<file path="config.mk">
export PLATFORM = sky130hd
export DESIGN_NAME = tsrx_regfile
export DESIGN_NICKNAME = d
export VERILOG_FILES = /design/src/rtl/tsrx_pkg.sv /design/src/rtl/tsrx_converter.sv /design/src/rtl/tsrx_regfile.sv
export VERILOG_INCLUDE_DIRS = /design/src /design/src/rtl
export SDC_FILE = /design/constraint.sdc
export NUM_CORES = 1
export LEC_CHECK = 0
export BUFFER_PORTS_ARGS = -buffer_cell sky130_fd_sc_hd__buf_2
export CORE_UTILIZATION = 40
export CTS_CLUSTER_SIZE = 12
export DETAILED_ROUTE_END_ITERATION = 8
export PLACE_DENSITY = 0.66
export SLEW_MARGIN = 30
export SYNTH_ARGS = -nofsm -noshare
export SYNTH_HDL_FRONTEND = slang
export SYNTH_SLANG_ARGS = --single-unit
</file>
<file path="constraint.sdc">
create_clock -name clock -period 10.9 [get_ports clock]
set_clock_uncertainty 0.05 [all_clocks]
set_input_delay 1.635 -clock clock [delete_from_list [all_inputs] [get_ports clock]]
set_output_delay 1.635 -clock clock [all_outputs]
set_load 0.01 [all_outputs]
</file>
<file path="src/rtl/tsrx_regs.svh">
// Register offsets, field positions, reset values and timing counts for the temperature and tuning registers.
// Assumes an 8-bit register address space reached through the device's register port.
`ifndef TSRX_REGS_SVH
`define TSRX_REGS_SVH
`define TSRX_OFS_TEMP_CTRL 8'h4e
`define TSRX_OFS_TEMP_RESULT 8'h4f
`define TSRX_OFS_LNA_SEL 8'h58
`define TSRX_OFS_AGC_MARGIN 8'h6f
`define TSRX_OFS_LOW_IDX_OFS 8'h71
`define TSRX_BIT_TRIGGER 3
`define TSRX_BIT_IN_PROGRESS 2
`define TSRX_CTRL_LOW_BITS 2'h1
`define TSRX_RST_LNA_SEL 8'h1b
`define TSRX_LNA_NORMAL 8'h1b
`define TSRX_LNA_HIGH 8'h2d
`define TSRX_RST_AGC_MARGIN 8'h30
`define TSRX_AGC_NORMAL 8'h00
`define TSRX_AGC_LOW_IDX 8'h10
`define TSRX_AGC_STD 8'h30
`define TSRX_RST_LOW_IDX_OFS 8'h00
`define TSRX_OFS_STEP_HZ 16'd488
`define TSRX_CONV_TIME_NS 16'd1000
`define TSRX_CLK_PERIOD_NS 16'd10
`define TSRX_CONV_CYCLES (`TSRX_CONV_TIME_NS / `TSRX_CLK_PERIOD_NS)
`endif

</file>
<file path="src/rtl/tsrx_pkg.sv">
// Types shared by the temperature and tuning register block.
// Assumes offsets and counts come from tsrx_regs.svh.
package tsrx_pkg;
	typedef enum logic [1:0] {
		TSRX_IDLE = 2'h0,
		TSRX_CONVERT = 2'h1,
		TSRX_DONE = 2'h3
	} tsrx_conv_state_t;

	typedef struct packed {
		logic wr_en;
		logic rd_en;
		logic [7:0] addr;
		logic [7:0] wdata;
	} tsrx_reg_req_t;

	typedef struct packed {
		logic lna_high_gain;
		logic [7:0] digital_gain_tracking_setting;
		logic low_index_freq_correction_enable;
		logic signed [23:0] applied_freq_offset_hz;
		logic rx_blocked;
	} tsrx_tuning_t;
endpackage

</file>
<file path="src/rtl/tsrx_converter.sv">
// Temperature conversion sequencer: one conversion per start pulse, fixed length.
// Assumes a sensor sample input that is already synchronous to clock.
`timescale 1ns/1ps
`include "tsrx_regs.svh"
module tsrx_converter (
	input wire logic clock,
	input wire logic reset_n,
	input wire logic start,
	input wire logic [7:0] sensor_sample,
	output logic busy,
	output logic done,
	output logic [7:0] reading
);
	tsrx_pkg::tsrx_conv_state_t state_ff, nxt_state;
	logic [15:0] count_ff, nxt_count;
	logic [7:0] reading_ff, nxt_reading;
	wire logic count_end = (count_ff == (`TSRX_CONV_CYCLES - 16'd1));

	// Next-state and counter decode
	always_comb begin
		nxt_state = state_ff;
		nxt_count = count_ff;
		nxt_reading = reading_ff;
		unique case (state_ff)
			tsrx_pkg::TSRX_IDLE: begin
				nxt_count = 16'h0000;
				if (start) begin
					nxt_state = tsrx_pkg::TSRX_CONVERT;
				end
			end
			tsrx_pkg::TSRX_CONVERT: begin
				nxt_count = count_ff + 16'h0001;
				if (count_end) begin
					nxt_state = tsrx_pkg::TSRX_DONE;
					nxt_reading = sensor_sample;
				end
			end
			tsrx_pkg::TSRX_DONE: begin
				nxt_state = tsrx_pkg::TSRX_IDLE;
			end
			default: begin
				nxt_state = tsrx_pkg::TSRX_IDLE;
			end
		endcase
	end

	// State registers
	always_ff @(posedge clock or negedge reset_n) begin
		if (!reset_n) begin
			state_ff <= tsrx_pkg::TSRX_IDLE;
			count_ff <= 16'h0000;
			reading_ff <= 8'h00;
		end else begin
			state_ff <= nxt_state;
			count_ff <= nxt_count;
			reading_ff <= nxt_reading;
		end
	end

	// Busy through conversion, done for one cycle after
	assign busy = (state_ff == tsrx_pkg::TSRX_CONVERT);
	assign done = (state_ff == tsrx_pkg::TSRX_DONE);
	assign reading = reading_ff;
endmodule

</file>
<file path="src/rtl/tsrx_regfile.sv">
// Temperature sensor control, temperature result and three receiver tuning registers.
// Assumes a synchronous single-cycle register port from the device's serial interface on clock.
// Assumes sensor_sample and the correction enable arrive from outside the clock domain.
`timescale 1ns/1ps
`include "tsrx_regs.svh"
// Overview of operation
// - Writing one to the trigger bit starts a single temperature conversion unless one is running or in its done cycle.
// - The trigger bit always reads back as zero.
// - The in-progress bit reads one for the whole conversion.
// - The in-progress bit clears by itself when the conversion ends.
// - Reception is blocked while a conversion runs and software waits for the flag to clear.
// - The result is an 8-bit read-only reading of minus one degree per count needing offset calibration.
// - The LNA register selects normal at 0x1b, high sensitivity at 0x2d and resets to 0x1b.
// - The AGC register selects normal at 0x00 and improved margin at 0x10 or 0x30.
// - The low-index offset value times 488 Hz is the applied offset and resets to 0x00.
// - The low-index offset applies only while the low-index correction enable is set.
module tsrx_regfile (
	input wire logic clock,
	input wire logic reset_n,
	input tsrx_pkg::tsrx_reg_req_t req,
	input wire logic [7:0] sensor_sample,
	input wire logic low_index_freq_correction_enable,
	output logic [7:0] rdata,
	output tsrx_pkg::tsrx_tuning_t tuning
);
	// Register storage
	logic [7:0] lna_sensitivity_select_ff;
	logic [7:0] agc_fading_margin_ff;
	logic [7:0] low_index_freq_offset_ff;
	logic [7:0] nxt_lna_sel;
	logic [7:0] nxt_agc_margin;
	logic [7:0] nxt_low_idx_ofs;

	// Output stage
	logic [7:0] rdata_ff;
	logic [7:0] nxt_rdata;
	tsrx_pkg::tsrx_tuning_t tuning_ff;
	tsrx_pkg::tsrx_tuning_t nxt_tuning;

	// Conversion sequencer interface
	logic conv_busy;
	logic conv_done;
	logic [7:0] thermal_reading;

	// Pin synchroniser and filter stages
	logic [7:0] sensor_meta_ff;
	logic [7:0] sensor_sync_ff;
	logic [7:0] sensor_prev_ff;
	logic [7:0] sensor_stable_ff;
	logic [7:0] nxt_sensor_stable;
	logic low_en_meta_ff;
	logic low_en_sync_ff;

	// Sign-extend an 8-bit offset count and scale by the step
	function automatic logic signed [23:0] scale_offset(input logic [7:0] cnt);
		logic signed [23:0] ext;
		ext = {{16{cnt[7]}}, cnt};
		scale_offset = 24'(ext * $signed({8'h00, `TSRX_OFS_STEP_HZ}));
	endfunction

	// Match a request address against one register offset
	function automatic logic addr_hit(input logic [7:0] addr, input logic [7:0] offset);
		addr_hit = (addr == offset);
	endfunction

	// Address decode
	wire logic hit_ctrl = addr_hit(req.addr, `TSRX_OFS_TEMP_CTRL);
	wire logic hit_result = addr_hit(req.addr, `TSRX_OFS_TEMP_RESULT);
	wire logic hit_lna = addr_hit(req.addr, `TSRX_OFS_LNA_SEL);
	wire logic hit_agc = addr_hit(req.addr, `TSRX_OFS_AGC_MARGIN);
	wire logic hit_ofs = addr_hit(req.addr, `TSRX_OFS_LOW_IDX_OFS);
	wire logic thermal_conversion_in_progress = conv_busy | conv_done;
	wire logic thermal_conversion_trigger = req.wr_en & hit_ctrl & req.wdata[`TSRX_BIT_TRIGGER];
	wire logic conv_start = thermal_conversion_trigger & ~thermal_conversion_in_progress;

	// Per-register write strobes
	wire logic wr_lna = req.wr_en & hit_lna;
	wire logic wr_agc = req.wr_en & hit_agc;
	wire logic wr_ofs = req.wr_en & hit_ofs;

	// Per-register read strobes
	wire logic rd_ctrl = req.rd_en & hit_ctrl;
	wire logic rd_result = req.rd_en & hit_result;
	wire logic rd_lna = req.rd_en & hit_lna;
	wire logic rd_agc = req.rd_en & hit_agc;
	wire logic rd_ofs = req.rd_en & hit_ofs;

	// Next values of the writable registers
	assign nxt_lna_sel = wr_lna ? req.wdata : lna_sensitivity_select_ff;
	assign nxt_agc_margin = wr_agc ? req.wdata : agc_fading_margin_ff;
	assign nxt_low_idx_ofs = wr_ofs ? req.wdata : low_index_freq_offset_ff;

	// Sensor word is taken only after two equal samples
	wire logic sensor_steady = (sensor_sync_ff == sensor_prev_ff);
	assign nxt_sensor_stable = sensor_steady ? sensor_sync_ff : sensor_stable_ff;

	// Conversion sequencer
	tsrx_converter u_conv (
		.clock(clock),
		.reset_n(reset_n),
		.start(conv_start),
		.sensor_sample(sensor_stable_ff),
		.busy(conv_busy),
		.done(conv_done),
		.reading(thermal_reading)
	);

	// Control register image: trigger reads zero, low bits fixed
	wire logic [7:0] ctrl_image = {4'h0, 1'b0, conv_busy, `TSRX_CTRL_LOW_BITS};

	// Read mux, zero when no register is read
	always_comb begin
		nxt_rdata = 8'h00;
		if (rd_ctrl) begin
			nxt_rdata = ctrl_image;
		end else if (rd_result) begin
			nxt_rdata = thermal_reading;
		end else if (rd_lna) begin
			nxt_rdata = lna_sensitivity_select_ff;
		end else if (rd_agc) begin
			nxt_rdata = agc_fading_margin_ff;
		end else if (rd_ofs) begin
			nxt_rdata = low_index_freq_offset_ff;
		end
	end

	// Tuning values ahead of the output register
	wire logic lna_high_sel = (lna_sensitivity_select_ff == `TSRX_LNA_HIGH);
	wire logic signed [23:0] offset_scaled = scale_offset(low_index_freq_offset_ff);
	wire logic signed [23:0] offset_gated = low_en_sync_ff ? offset_scaled : 24'sh000000;

	// Tuning outputs derived from the registers
	always_comb begin
		nxt_tuning = '0;
		nxt_tuning.lna_high_gain = lna_high_sel;
		nxt_tuning.digital_gain_tracking_setting = agc_fading_margin_ff;
		nxt_tuning.low_index_freq_correction_enable = low_en_sync_ff;
		nxt_tuning.applied_freq_offset_hz = offset_gated;
		nxt_tuning.rx_blocked = conv_busy;
	end

	// Enable pin synchroniser
	always_ff @(posedge clock or negedge reset_n) begin
		if (!reset_n) begin
			low_en_meta_ff <= 1'b0;
			low_en_sync_ff <= 1'b0;
		end else begin
			low_en_meta_ff <= low_index_freq_correction_enable;
			low_en_sync_ff <= low_en_meta_ff;
		end
	end

	// Sensor word synchroniser
	always_ff @(posedge clock or negedge reset_n) begin
		if (!reset_n) begin
			sensor_meta_ff <= 8'h00;
			sensor_sync_ff <= 8'h00;
		end else begin
			sensor_meta_ff <= sensor_sample;
			sensor_sync_ff <= sensor_meta_ff;
		end
	end

	// Sensor word filter, bits may land a cycle apart
	always_ff @(posedge clock or negedge reset_n) begin
		if (!reset_n) begin
			sensor_prev_ff <= 8'h00;
			sensor_stable_ff <= 8'h00;
		end else begin
			sensor_prev_ff <= sensor_sync_ff;
			sensor_stable_ff <= nxt_sensor_stable;
		end
	end

	// LNA sensitivity register
	always_ff @(posedge clock or negedge reset_n) begin
		if (!reset_n) begin
			lna_sensitivity_select_ff <= `TSRX_RST_LNA_SEL;
		end else begin
			lna_sensitivity_select_ff <= nxt_lna_sel;
		end
	end

	// AGC fading margin register
	always_ff @(posedge clock or negedge reset_n) begin
		if (!reset_n) begin
			agc_fading_margin_ff <= `TSRX_RST_AGC_MARGIN;
		end else begin
			agc_fading_margin_ff <= nxt_agc_margin;
		end
	end

	// Low-index offset register
	always_ff @(posedge clock or negedge reset_n) begin
		if (!reset_n) begin
			low_index_freq_offset_ff <= `TSRX_RST_LOW_IDX_OFS;
		end else begin
			low_index_freq_offset_ff <= nxt_low_idx_ofs;
		end
	end

	// Read data register, zero between reads
	always_ff @(posedge clock or negedge reset_n) begin
		if (!reset_n) begin
			rdata_ff <= 8'h00;
		end else begin
			rdata_ff <= nxt_rdata;
		end
	end

	// Tuning output register
	always_ff @(posedge clock or negedge reset_n) begin
		if (!reset_n) begin
			tuning_ff <= '0;
		end else begin
			tuning_ff <= nxt_tuning;
		end
	end

	assign rdata = rdata_ff;
	assign tuning = tuning_ff;
endmodule

</file>
# Word level (Yosys, flattened, before mapping)
# Index checks and enable logic that the tools add are counted.
dict set report totals {
  regBits 127
  latch_bits 0
  ram_bits 0
  mem_bits_ro 0
  word_cells 59
  n_memories 0
}
dict set report op_classes {
  n_addsub 1
  multipliers 1
  div_mod_pow 0
  n_lt_le_gt_ge 0
  eq_ne 12
  shifts 0
  muxes 10
  bitwise 13
  n_reduce_logical 4
}
# operator count
set ops {}
lappend ops {{equality test 8 x 7 -> 1 bit (second input constant)} 5}
lappend ops {{two-way mux 8 bit} 5}
lappend ops {{one-hot mux 16 bit (2 select lines)} 1}
lappend ops {{two-way mux 24 bit} 1}
lappend ops {{adder 16 x 1 -> 16 bit (second input constant)} 1}
lappend ops {{equality test 16 x 7 -> 1 bit (second input constant)} 1}
lappend ops {{multiplier 8 x 7 -> 15 bit (second input constant)} 1}
lappend ops {{bitwise AND 1 bit} 11}
lappend ops {{equality test 8 x 6 -> 1 bit (second input constant)} 1}
lappend ops {{equality test 8 bit} 1}
lappend ops {{two-way mux 2 bit} 2}
lappend ops {{one-hot mux 2 bit (2 select lines)} 1}
lappend ops {{AND reduction 2 bit} 2}
lappend ops {{equality test 2 x 1 -> 1 bit (second input constant)} 1}
lappend ops {{equality test 2 bit (second input constant)} 1}
lappend ops {{zero test 2 bit} 1}
lappend ops {{!= test 2 x 1 -> 1 bit (second input constant)} 1}
lappend ops {{!= test 2 bit (second input constant)} 1}
lappend ops {{nonzero test 2 bit} 1}
lappend ops {{NOT 1 bit} 1}
lappend ops {{OR 1 bit} 1}

# Longest topological paths before layout
# Gate-level depths: netlist (run 1).
dict set report depth {
  ltp_word 7
  ltp_mapped 14
}

# Hierarchy
# A second synthesis (run 1) with hierarchy kept.
dict set report hier_totals {
  hier_cells 474
  hier_area_um2 5824.3
}
# mod instances cells_per_inst area_each_um2 seq_area_each_um2
set modules_own_cells {}
lappend modules_own_cells {tsrx_regfile 1 359 4581.9 2309.7}
lappend modules_own_cells {tsrx_converter 1 115 1242.4 650.6}

# Worst setup path after synthesis (run 1)
# No wires, ideal clock.
dict set report synth_path {
  path_kind {register -> register}
  startpoint {register low_index_freq_offset_ff[5]}
  endpoint {register tuning_ff, in the netlist tuning[23]}
  setup_time_ns 0.079
  t_arrival_ns 3.656
  required_ns 10.771
  setup_slack_ns 7.114
  path_stages_with_launch 15
  n_path_buf 0
  synth_period_minus_slack_ns 3.786
  cell_sequence {dfrtp_1 ha_1 xor2_1 ha_1 a21o_1 fa_1 inv_1 fa_1 inv_1 ha_1 and3_1 a31oi_1 o21ai_0 a221oi_1 mux2i_1}
}
dict set report synth_via {
  elab_chain_len 2
}
# item line
set synth_rtl {}
lappend synth_rtl {{start, declared} tsrx_regfile.sv:29} ;# logic [7:0] low_index_freq_offset_ff;
lappend synth_rtl {{start signal, assigned} tsrx_regfile.sv:196} ;# low_index_freq_offset_ff <= `TSRX_RST_LOW_IDX_OFS;
lappend synth_rtl {{start signal, assigned} tsrx_regfile.sv:198} ;# low_index_freq_offset_ff <= nxt_low_idx_ofs;
lappend synth_rtl {{multiplier 8 x 7 -> 15 bit} tsrx_regfile.sv:58} ;# scale_offset = 24'(ext * $signed({8'h00, `TSRX_OFS_STEP_HZ}));
lappend synth_rtl {{two-way mux 24 bit} tsrx_regfile.sv:130} ;# wire logic signed [23:0] offset_gated = low_en_sync_ff ? offset_scaled : 24'sh000000;
lappend synth_rtl {{end signal, assigned} tsrx_regfile.sv:216} ;# tuning_ff <= nxt_tuning;
lappend synth_rtl {{end, declared} tsrx_regfile.sv:37} ;# tsrx_pkg::tsrx_tuning_t tuning_ff;
# No other way between the ends.
# A chain may end at the register's enable or synchronous reset.

# Worst setup path in the final report (run 1)
# Ends and elaborated chain as after synthesis.

==> metrics.cfg, run 1 <==
[worst_hold_path]
min_delay_worst_endpoint = sensor_sync_ff[2]
min_path_type = reg -> reg
hold_depth = 0
hp-start = sensor_meta_ff[2]

[pwr]
p_int_mw = 0.910
ir_worst_vdd_mv = 0.0947
power_switching_mw = 0.358
cellPowerDensity_nw_per_um2 = 186
switching_share_pct = 28.3
power.total_mw = 1.27
clock_power_share_pct = 41.1
pwr-share-seq_pct = 38.3
p_leak_nw = 3.43
comb_power_share_pct = 20.6

[synthesis]
synth_edf_count = 0
synth_top_family_by_area = adder cells
yosys_warnings = 0
synth.area.top_cells = dfrtp_1 49%, ha_1 7.4%, mux2_2 7.2%
synth_cells = 479
synth_area_per_cell_um2 = 12.0
synth-compound-area-share_pct = 8.07
ys_types = 53
synthMuxAreaShare_pct = 7.74
yosysTopAreaCell = dfrtp_1
ys_seq_area_share_pct = 51.3
async_flop_share_pct = 100
synth_top_area_share_pct = 48.6
synthSimpleGateAreaFrac_pct = 11.4
synth-main-ff-cell = dfrtp_1
ys_seq_elements = 118
synth_adder_area_share_pct = 12.9
syn_area_um2 = 5770
synth_xor_area_share_pct = 4.25

[timing]
rsz0062_at_grt = false
fin_crit_ns = 4.09
setup_viol_count_final = 0
hold_viol = 0
fin_tns_setup_ns = 0
hold_slack_ns = 0.296
post-route-period-util_pct = 37.5
slew_headroom_pct = 47.0
clock.fmax_mhz = 245
tightest_slew_ns = 0.795
slew_violations = 0

[status]
outcome = finished, final reports clean

[cts]
cts_tree = yes
clk_pin_slew_ns = 0.06
htree_levels = 4
cts_sinks = 118
numCtsBuffers = 17
post_cts_buffers = 0
clock_latency_ns = 0.41
cts_root_buffer = clkbuf_16
clockBufferDepth = 2
hold_buffers = 0
cts_resized = 0

[floorplan]
io_pins = 72
dieArea_um2 = 14900
placementRows = 43
dieWidth_um = 122
initial_core_util_pct = 41.3
core_area_um2 = 14000
fp.dieH_um = 122

[place]
hpwl_um = 8250
place_congestion = 0.879
port_buffers = 68
post-place-cells = 716
place_area_um2 = 6270

[finish]
fin_nets = 634
regArea_um2 = 2960
layout-drive-gt1-share_pct = 25.9
final-instance-count-excl-fill = 748
fillers = 1283
mostFrequentLayoutCells = 112 x dfrtp_1, 67 x buf_2, 41 x inv_1, 37 x mux2_2, 34 x ha_1
multi_input_area_um2 = 2570
design_area_um2 = 6830
final_common_cell = dfrtp_1
area_delta_synth_final_pct = 18.4

[route]
drt_pass1_iterations = 5
ant_nets = 0
totalWireLength_um = 11200
drt_iter0_markers = 134
wl_per_cell_um = 15.0
drcViolationCount = 0
vias_per_cell = 4.96
vias = 3711

[critical_path]
crit_path_frequent_cell = ha_1
crit_type = reg -> reg
r2r_slack_ns = 6.81
crit_path_max_fanout = 7
reg2reg_from = low_index_freq_offset_ff[5]
rr_worst_depth = 14
cp.required_ns = 11.18
crit_chain = ha_1 -> xor2_1 -> ha_1 -> a21o_1 -> fa_1 -> inv_1 -> fa_1 -> inv_1 -> ha_1 -> and3_1 -> a31oi_1 -> o21ai_0 -> a221oi_1 -> mux2i_1
worstPathArrival_ns = 4.37
cp_slowest_stage_delay_ns = 0.49
cp-end-kind = register
timing.rr.end = tuning[23]
slowest_stage = fa_1
worstSetupStartpointType = register

[global_routing]
antenna_found_initial = 0
track_usage_pct = 16.7
grt_pass1_wl_um = 19000
grt_max_degree = 66
grt_pass1_vias = 3982
overflow = 0

[flow_run]
drv_cap = 0

-- registers in the layout, summed over array words and instances (netlist names), 2 cells and up --
name,cells
tuning,26
u_conv.count_ff,16
agc_fading_margin_ff,8
lna_sensitivity_select_ff,8
low_index_freq_offset_ff,8
rdata,8
sensor_meta_ff,8
sensor_prev_ff,8
sensor_stable_ff,8
sensor_sync_ff,8
u_conv.reading,8
u_conv.state_ff,2
-- synth_stat cells, drive strengths merged (2+ instances only) --
master    n
a21o      7
a21oi    12
a221o     6
a22o      7
a22oi     2
and2      5
and3      2
and4      4
buf       9
clkbuf    5
dfrtp   112
dfstp     6
fa       16
ha       34
inv      41
mux2     37
mux2i     3
nand2    22
nand2b    4
nand3    10
nand4     4
nand4b    2
nor2     33
nor2b     8
nor3      9
nor3b     3
nor4      5
o21a      5
o21ai    17
or3       3
or4bb     2
xnor2    11
xor2     17
-- critical path, delay by kind of cell (launching register included) --
| family | cells | cell delay (ns) |
|---|---|---|
| DFF | 1 | 0.46 |
| AOI/OAI and AO/OA | 4 | 0.87 |
| and+or+nand+nor | 1 | 0.24 |
| xor gates and xnor gates | 1 | 0.17 |
| muxes | 1 | 0.23 |
| adders and majority gates | 5 | 1.90 |
| buffers and inverters | 2 | 0.09 |
-- power groups by stage --
stage / logic (mW) / registers [mW] / clock network [mW]
finish: 0.261 / 0.486 / 0.522
global route: 0.298 / 0.491 / 0.552
CTS: 0.262 / 0.486 / 0.531
detailed placement: 0.260 / 0.494 / 0
global placement: 0.251 / 0.493 / 0
floorplan: 0.188 / 0.500 / 0
-- stage by stage --
step | worst slack (ns) | util (%)
floorplan | 7.11 | -
global placement | 6.97 | 44.8
detailed placement | 6.84 | 44.8
CTS | 6.82 | 48.8
global route | 6.63 | 48.8
finish | 6.81 | 48.8
-- metal layers --
layer	vias up	global-route usage, %	part of all wire (%)	routed length (um)
li1	1798	-	-	-
met1	1816	19.3	42	4750
met2	79	29.2	52	5810
met3	18	4.49	3.7	413
met4	0	6.94	1.9	208
met5	-	0	0	0
-- cell families (layout without fill, tap and decap cells) --
logic type	after synthesis	after routing
buffers and inverters	56	142
AO/OA/AOI/OAI	67	67
flip-flops	118	118
AND/OR/NAND/NOR	119	119
multiplexers	40	40
XOR/XNOR	28	28
adder cells (fa/ha/maj)	50	50
other	1	4
-- final cells by class --
class	instances	share of cell area [%]
sequential	118	43.3
multi-input combinational	307	37.7
clock buffer	20	6.69
timing repair buffer	69	5.13
tap	180	3.30
inverter	42	2.31
clock inverter	11	1.52
antenna	1	0.0366
-- worst max path at each step --
| stage | endpoint | depth (start not counted) | slack, ns | start |
|---|---|---|---|---|
| 4_1_cts | tuning[23] | 14 | 6.82 | low_index_freq_offset_ff[5] |
| 3_5_place_dp | tuning[23] | 14 | 6.84 | low_index_freq_offset_ff[5] |
| 5_1_grt | tuning[23] | 14 | 6.63 | low_index_freq_offset_ff[5] |
| 6_report | tuning[23] | 14 | 6.81 | low_index_freq_offset_ff[5] |
| 2_1_floorplan | tuning[23] | 14 | 7.11 | low_index_freq_offset_ff[5] |
| 3_3_place_gp | tuning[23] | 14 | 6.97 | low_index_freq_offset_ff[5] |
Power figures use the tool's default switching activity.
==> inputs of run 2 (changes only) <==
clock period = 4.21 ns   (was 10.9 ns; I/O delays follow)
==> run 2 against run 1 <==
  * Wire length increased by 0.91%
  * Global-route usage increased by 0.14 points
  * Sequential share of layout area decreased by 0.54 points
  * Combinational power increased to 2.7 times the previous value
  * Clock power increased to 2.8 times the previous value
  * Via count increased by 2.5%
  * Critical endpoint unchanged
  * Largest cell class unchanged
==> metrics.cfg, run 2 (synthesis gave the netlist of run 1 again) <==
[status]
outcome = finished, final reports clean

[critical_path]
worstPathArrival_ns = 4.37  ; about the same
cp_slowest_stage_delay_ns = 0.49  ; about the same
r2r_slack_ns = 0.13  ; -6.69 ns
crit_type = reg -> reg
cp-end-kind = register
worstSetupStartpointType = register
reg2reg_from = low_index_freq_offset_ff[4]
crit_chain = ha_1 -> xor2_1 -> ha_1 -> a21o_1 -> fa_1 -> inv_1 -> fa_1 -> inv_1 -> ha_1 -> and3_1 -> a31oi_1 -> o21ai_0 -> a221oi_2 -> mux2i_1
slowest_stage = fa_1
crit_path_frequent_cell = ha_1
cp_top_family = adder cells
rr_worst_depth = 14  ; unchanged
crit_buf_inv = 2  ; unchanged
timing.rr.end = tuning[23]
cp.required_ns = 4.50  ; -6.68 ns
crit_path_max_fanout = 7  ; unchanged

[floorplan]
dieArea_um2 = 14900  ; unchanged
dieWidth_um = 122  ; unchanged
io_pins = 72  ; unchanged
initial_core_util_pct = 41.3  ; unchanged
fp.dieH_um = 122  ; unchanged
core_area_um2 = 14000  ; unchanged
placementRows = 43  ; unchanged

[route]
drcViolationCount = 0  ; unchanged
totalWireLength_um = 11300  ; +0.91%
drt_pass1_iterations = 5  ; unchanged
wl_per_cell_um = 15.0  ; +0.64%
drt_iter0_markers = 167  ; +25%
vias_per_cell = 5.07  ; +2.3%
ant_nets = 0  ; unchanged
vias = 3805  ; +2.5%

[cts]
htree_levels = 4  ; unchanged
cts_tree = yes
hold_buffers = 0  ; unchanged
post_cts_buffers = 0  ; unchanged
clock_latency_ns = 0.42  ; about the same
cts_root_buffer = clkbuf_16
numCtsBuffers = 17  ; unchanged
clk_pin_slew_ns = 0.05  ; about the same
cts_resized = 0  ; unchanged
clockBufferDepth = 2  ; unchanged
cts_sinks = 118  ; unchanged

[timing]
rsz0062_at_grt = false
slew_headroom_pct = 50.1  ; +3.1 points
post-route-period-util_pct = 97.0  ; +60 points
tightest_slew_ns = 0.745  ; -0.0497 ns
slew_violations = 0  ; unchanged
fin_crit_ns = 4.08  ; -0.00347 ns
clock.fmax_mhz = 245  ; about the same
hold_viol = 0  ; unchanged
setup_viol_count_final = 0  ; unchanged
fin_tns_setup_ns = 0  ; unchanged
worst_slack_ns = 0.126  ; -6.69 ns

[finish]
mostFrequentLayoutCells = 112 x dfrtp_1, 67 x buf_2, 41 x inv_1, 37 x mux2_2, 33 x ha_1
layout-drive-gt1-share_pct = 26.5  ; +0.61 points
final-instance-count-excl-fill = 750  ; +0.27%
multi_input_area_um2 = 2600  ; +1.0%
regArea_um2 = 2960  ; unchanged
final_common_cell = dfrtp_1
design_area_um2 = 6920  ; +1.3%
fin_nets = 635  ; +0.16%
area_delta_synth_final_pct = 19.9
largest_reg_flops = 26  ; unchanged
fillers = 1248  ; -2.7%

[pwr]
cellPowerDensity_nw_per_um2 = 496  ; +170%
power.total_mw = 3.43  ; +170%
ir_worst_vdd_mv = 0.340  ; +260%
p_leak_nw = 3.46  ; +0.72%

[global_routing]
grt_pass1_vias = 3925  ; -1.4%
grt_max_degree = 69  ; +4.5%
overflow = 0  ; unchanged
antenna_found_initial = 0  ; unchanged
grt_pass1_wl_um = 19000  ; -0.47%
track_usage_pct = 16.9  ; +0.14 points

[place]
place_congestion = 0.871  ; -0.89%
pre_cts_ws_ns = 0.162  ; -6.68 ns
post-place-cells = 717  ; +0.14%
hpwl_um = 8330  ; +1.0%
port_buffers = 68  ; unchanged
place_area_um2 = 6270  ; +0.12%

[flow_run]
drv_cap = 0  ; unchanged

[worst_hold_path]
min_path_type = in -> async

-- run 2: metal layers --
layer | routed length (um) | part of all wire (%) | GRT usage (%)
met1 | 4760 | 42 | 19.6
met2 | 5910 | 52 | 29.2
met3 | 433 | 3.8 | 4.73
met4 | 185 | 1.6 | 6.94
met5 | 0 | 0 | 0
-- run 2: power by group --
| group | total (mW) | switching [mW] | internal [mW] |
|---|---|---|---|
| sequential | 1.26 | 0.0430 | 1.22 |
| clock | 1.48 | 0.512 | 0.965 |
| combinational | 0.697 | 0.387 | 0.310 |
| total | 3.43 | 0.942 | 2.49 |
-- run 2: final cells by class --
cell class / instances / area share [%]
antenna: 1 / 0.0362
timing repair buffer: 70 / 5.23
multi-input combinational: 307 / 37.6
clock inverter: 10 / 2.10
sequential: 118 / 42.8
clock buffer: 22 / 6.71
tap: 180 / 3.26
inverter: 42 / 2.28
-- run 2: worst max path at each step --
stage                                startpoint    endpoint  slack (ns)  depth (start not counted)
CTS                 low_index_freq_offset_ff[3]  tuning[16]        0.12                         14
finish              low_index_freq_offset_ff[4]  tuning[23]        0.13                         14
detailed placement  low_index_freq_offset_ff[5]  tuning[23]        0.16                         14
global route        low_index_freq_offset_ff[4]  tuning[23]        0.01                         14
global placement    low_index_freq_offset_ff[5]  tuning[23]        0.28                         14
floorplan           low_index_freq_offset_ff[5]  tuning[23]        0.42                         14
-- run 2: per-stage QoR --
stage / hold slack [ns] / utilization, %
after global routing: 0.214 / 49.4
after CTS: 0.256 / 49.2
after floorplan: 0.281 / -
after detailed placement: 0.285 / 44.9
after global placement: 0.281 / 44.9
final: 0.143 / 49.4
-- run 2: worst reg2reg max path, stage by stage, from the launching register on --
cell and delay [ns]:
dfrtp_1 0.45, ha_1 0.40, xor2_1 0.17, ha_1 0.18, a21o_1 0.16, fa_1 0.48, inv_1 0.05, fa_1 0.49
inv_1 0.05, ha_1 0.39, and3_1 0.26, a31oi_1 0.16, o21ai_0 0.19, a221oi_2 0.33, mux2i_1 0.21
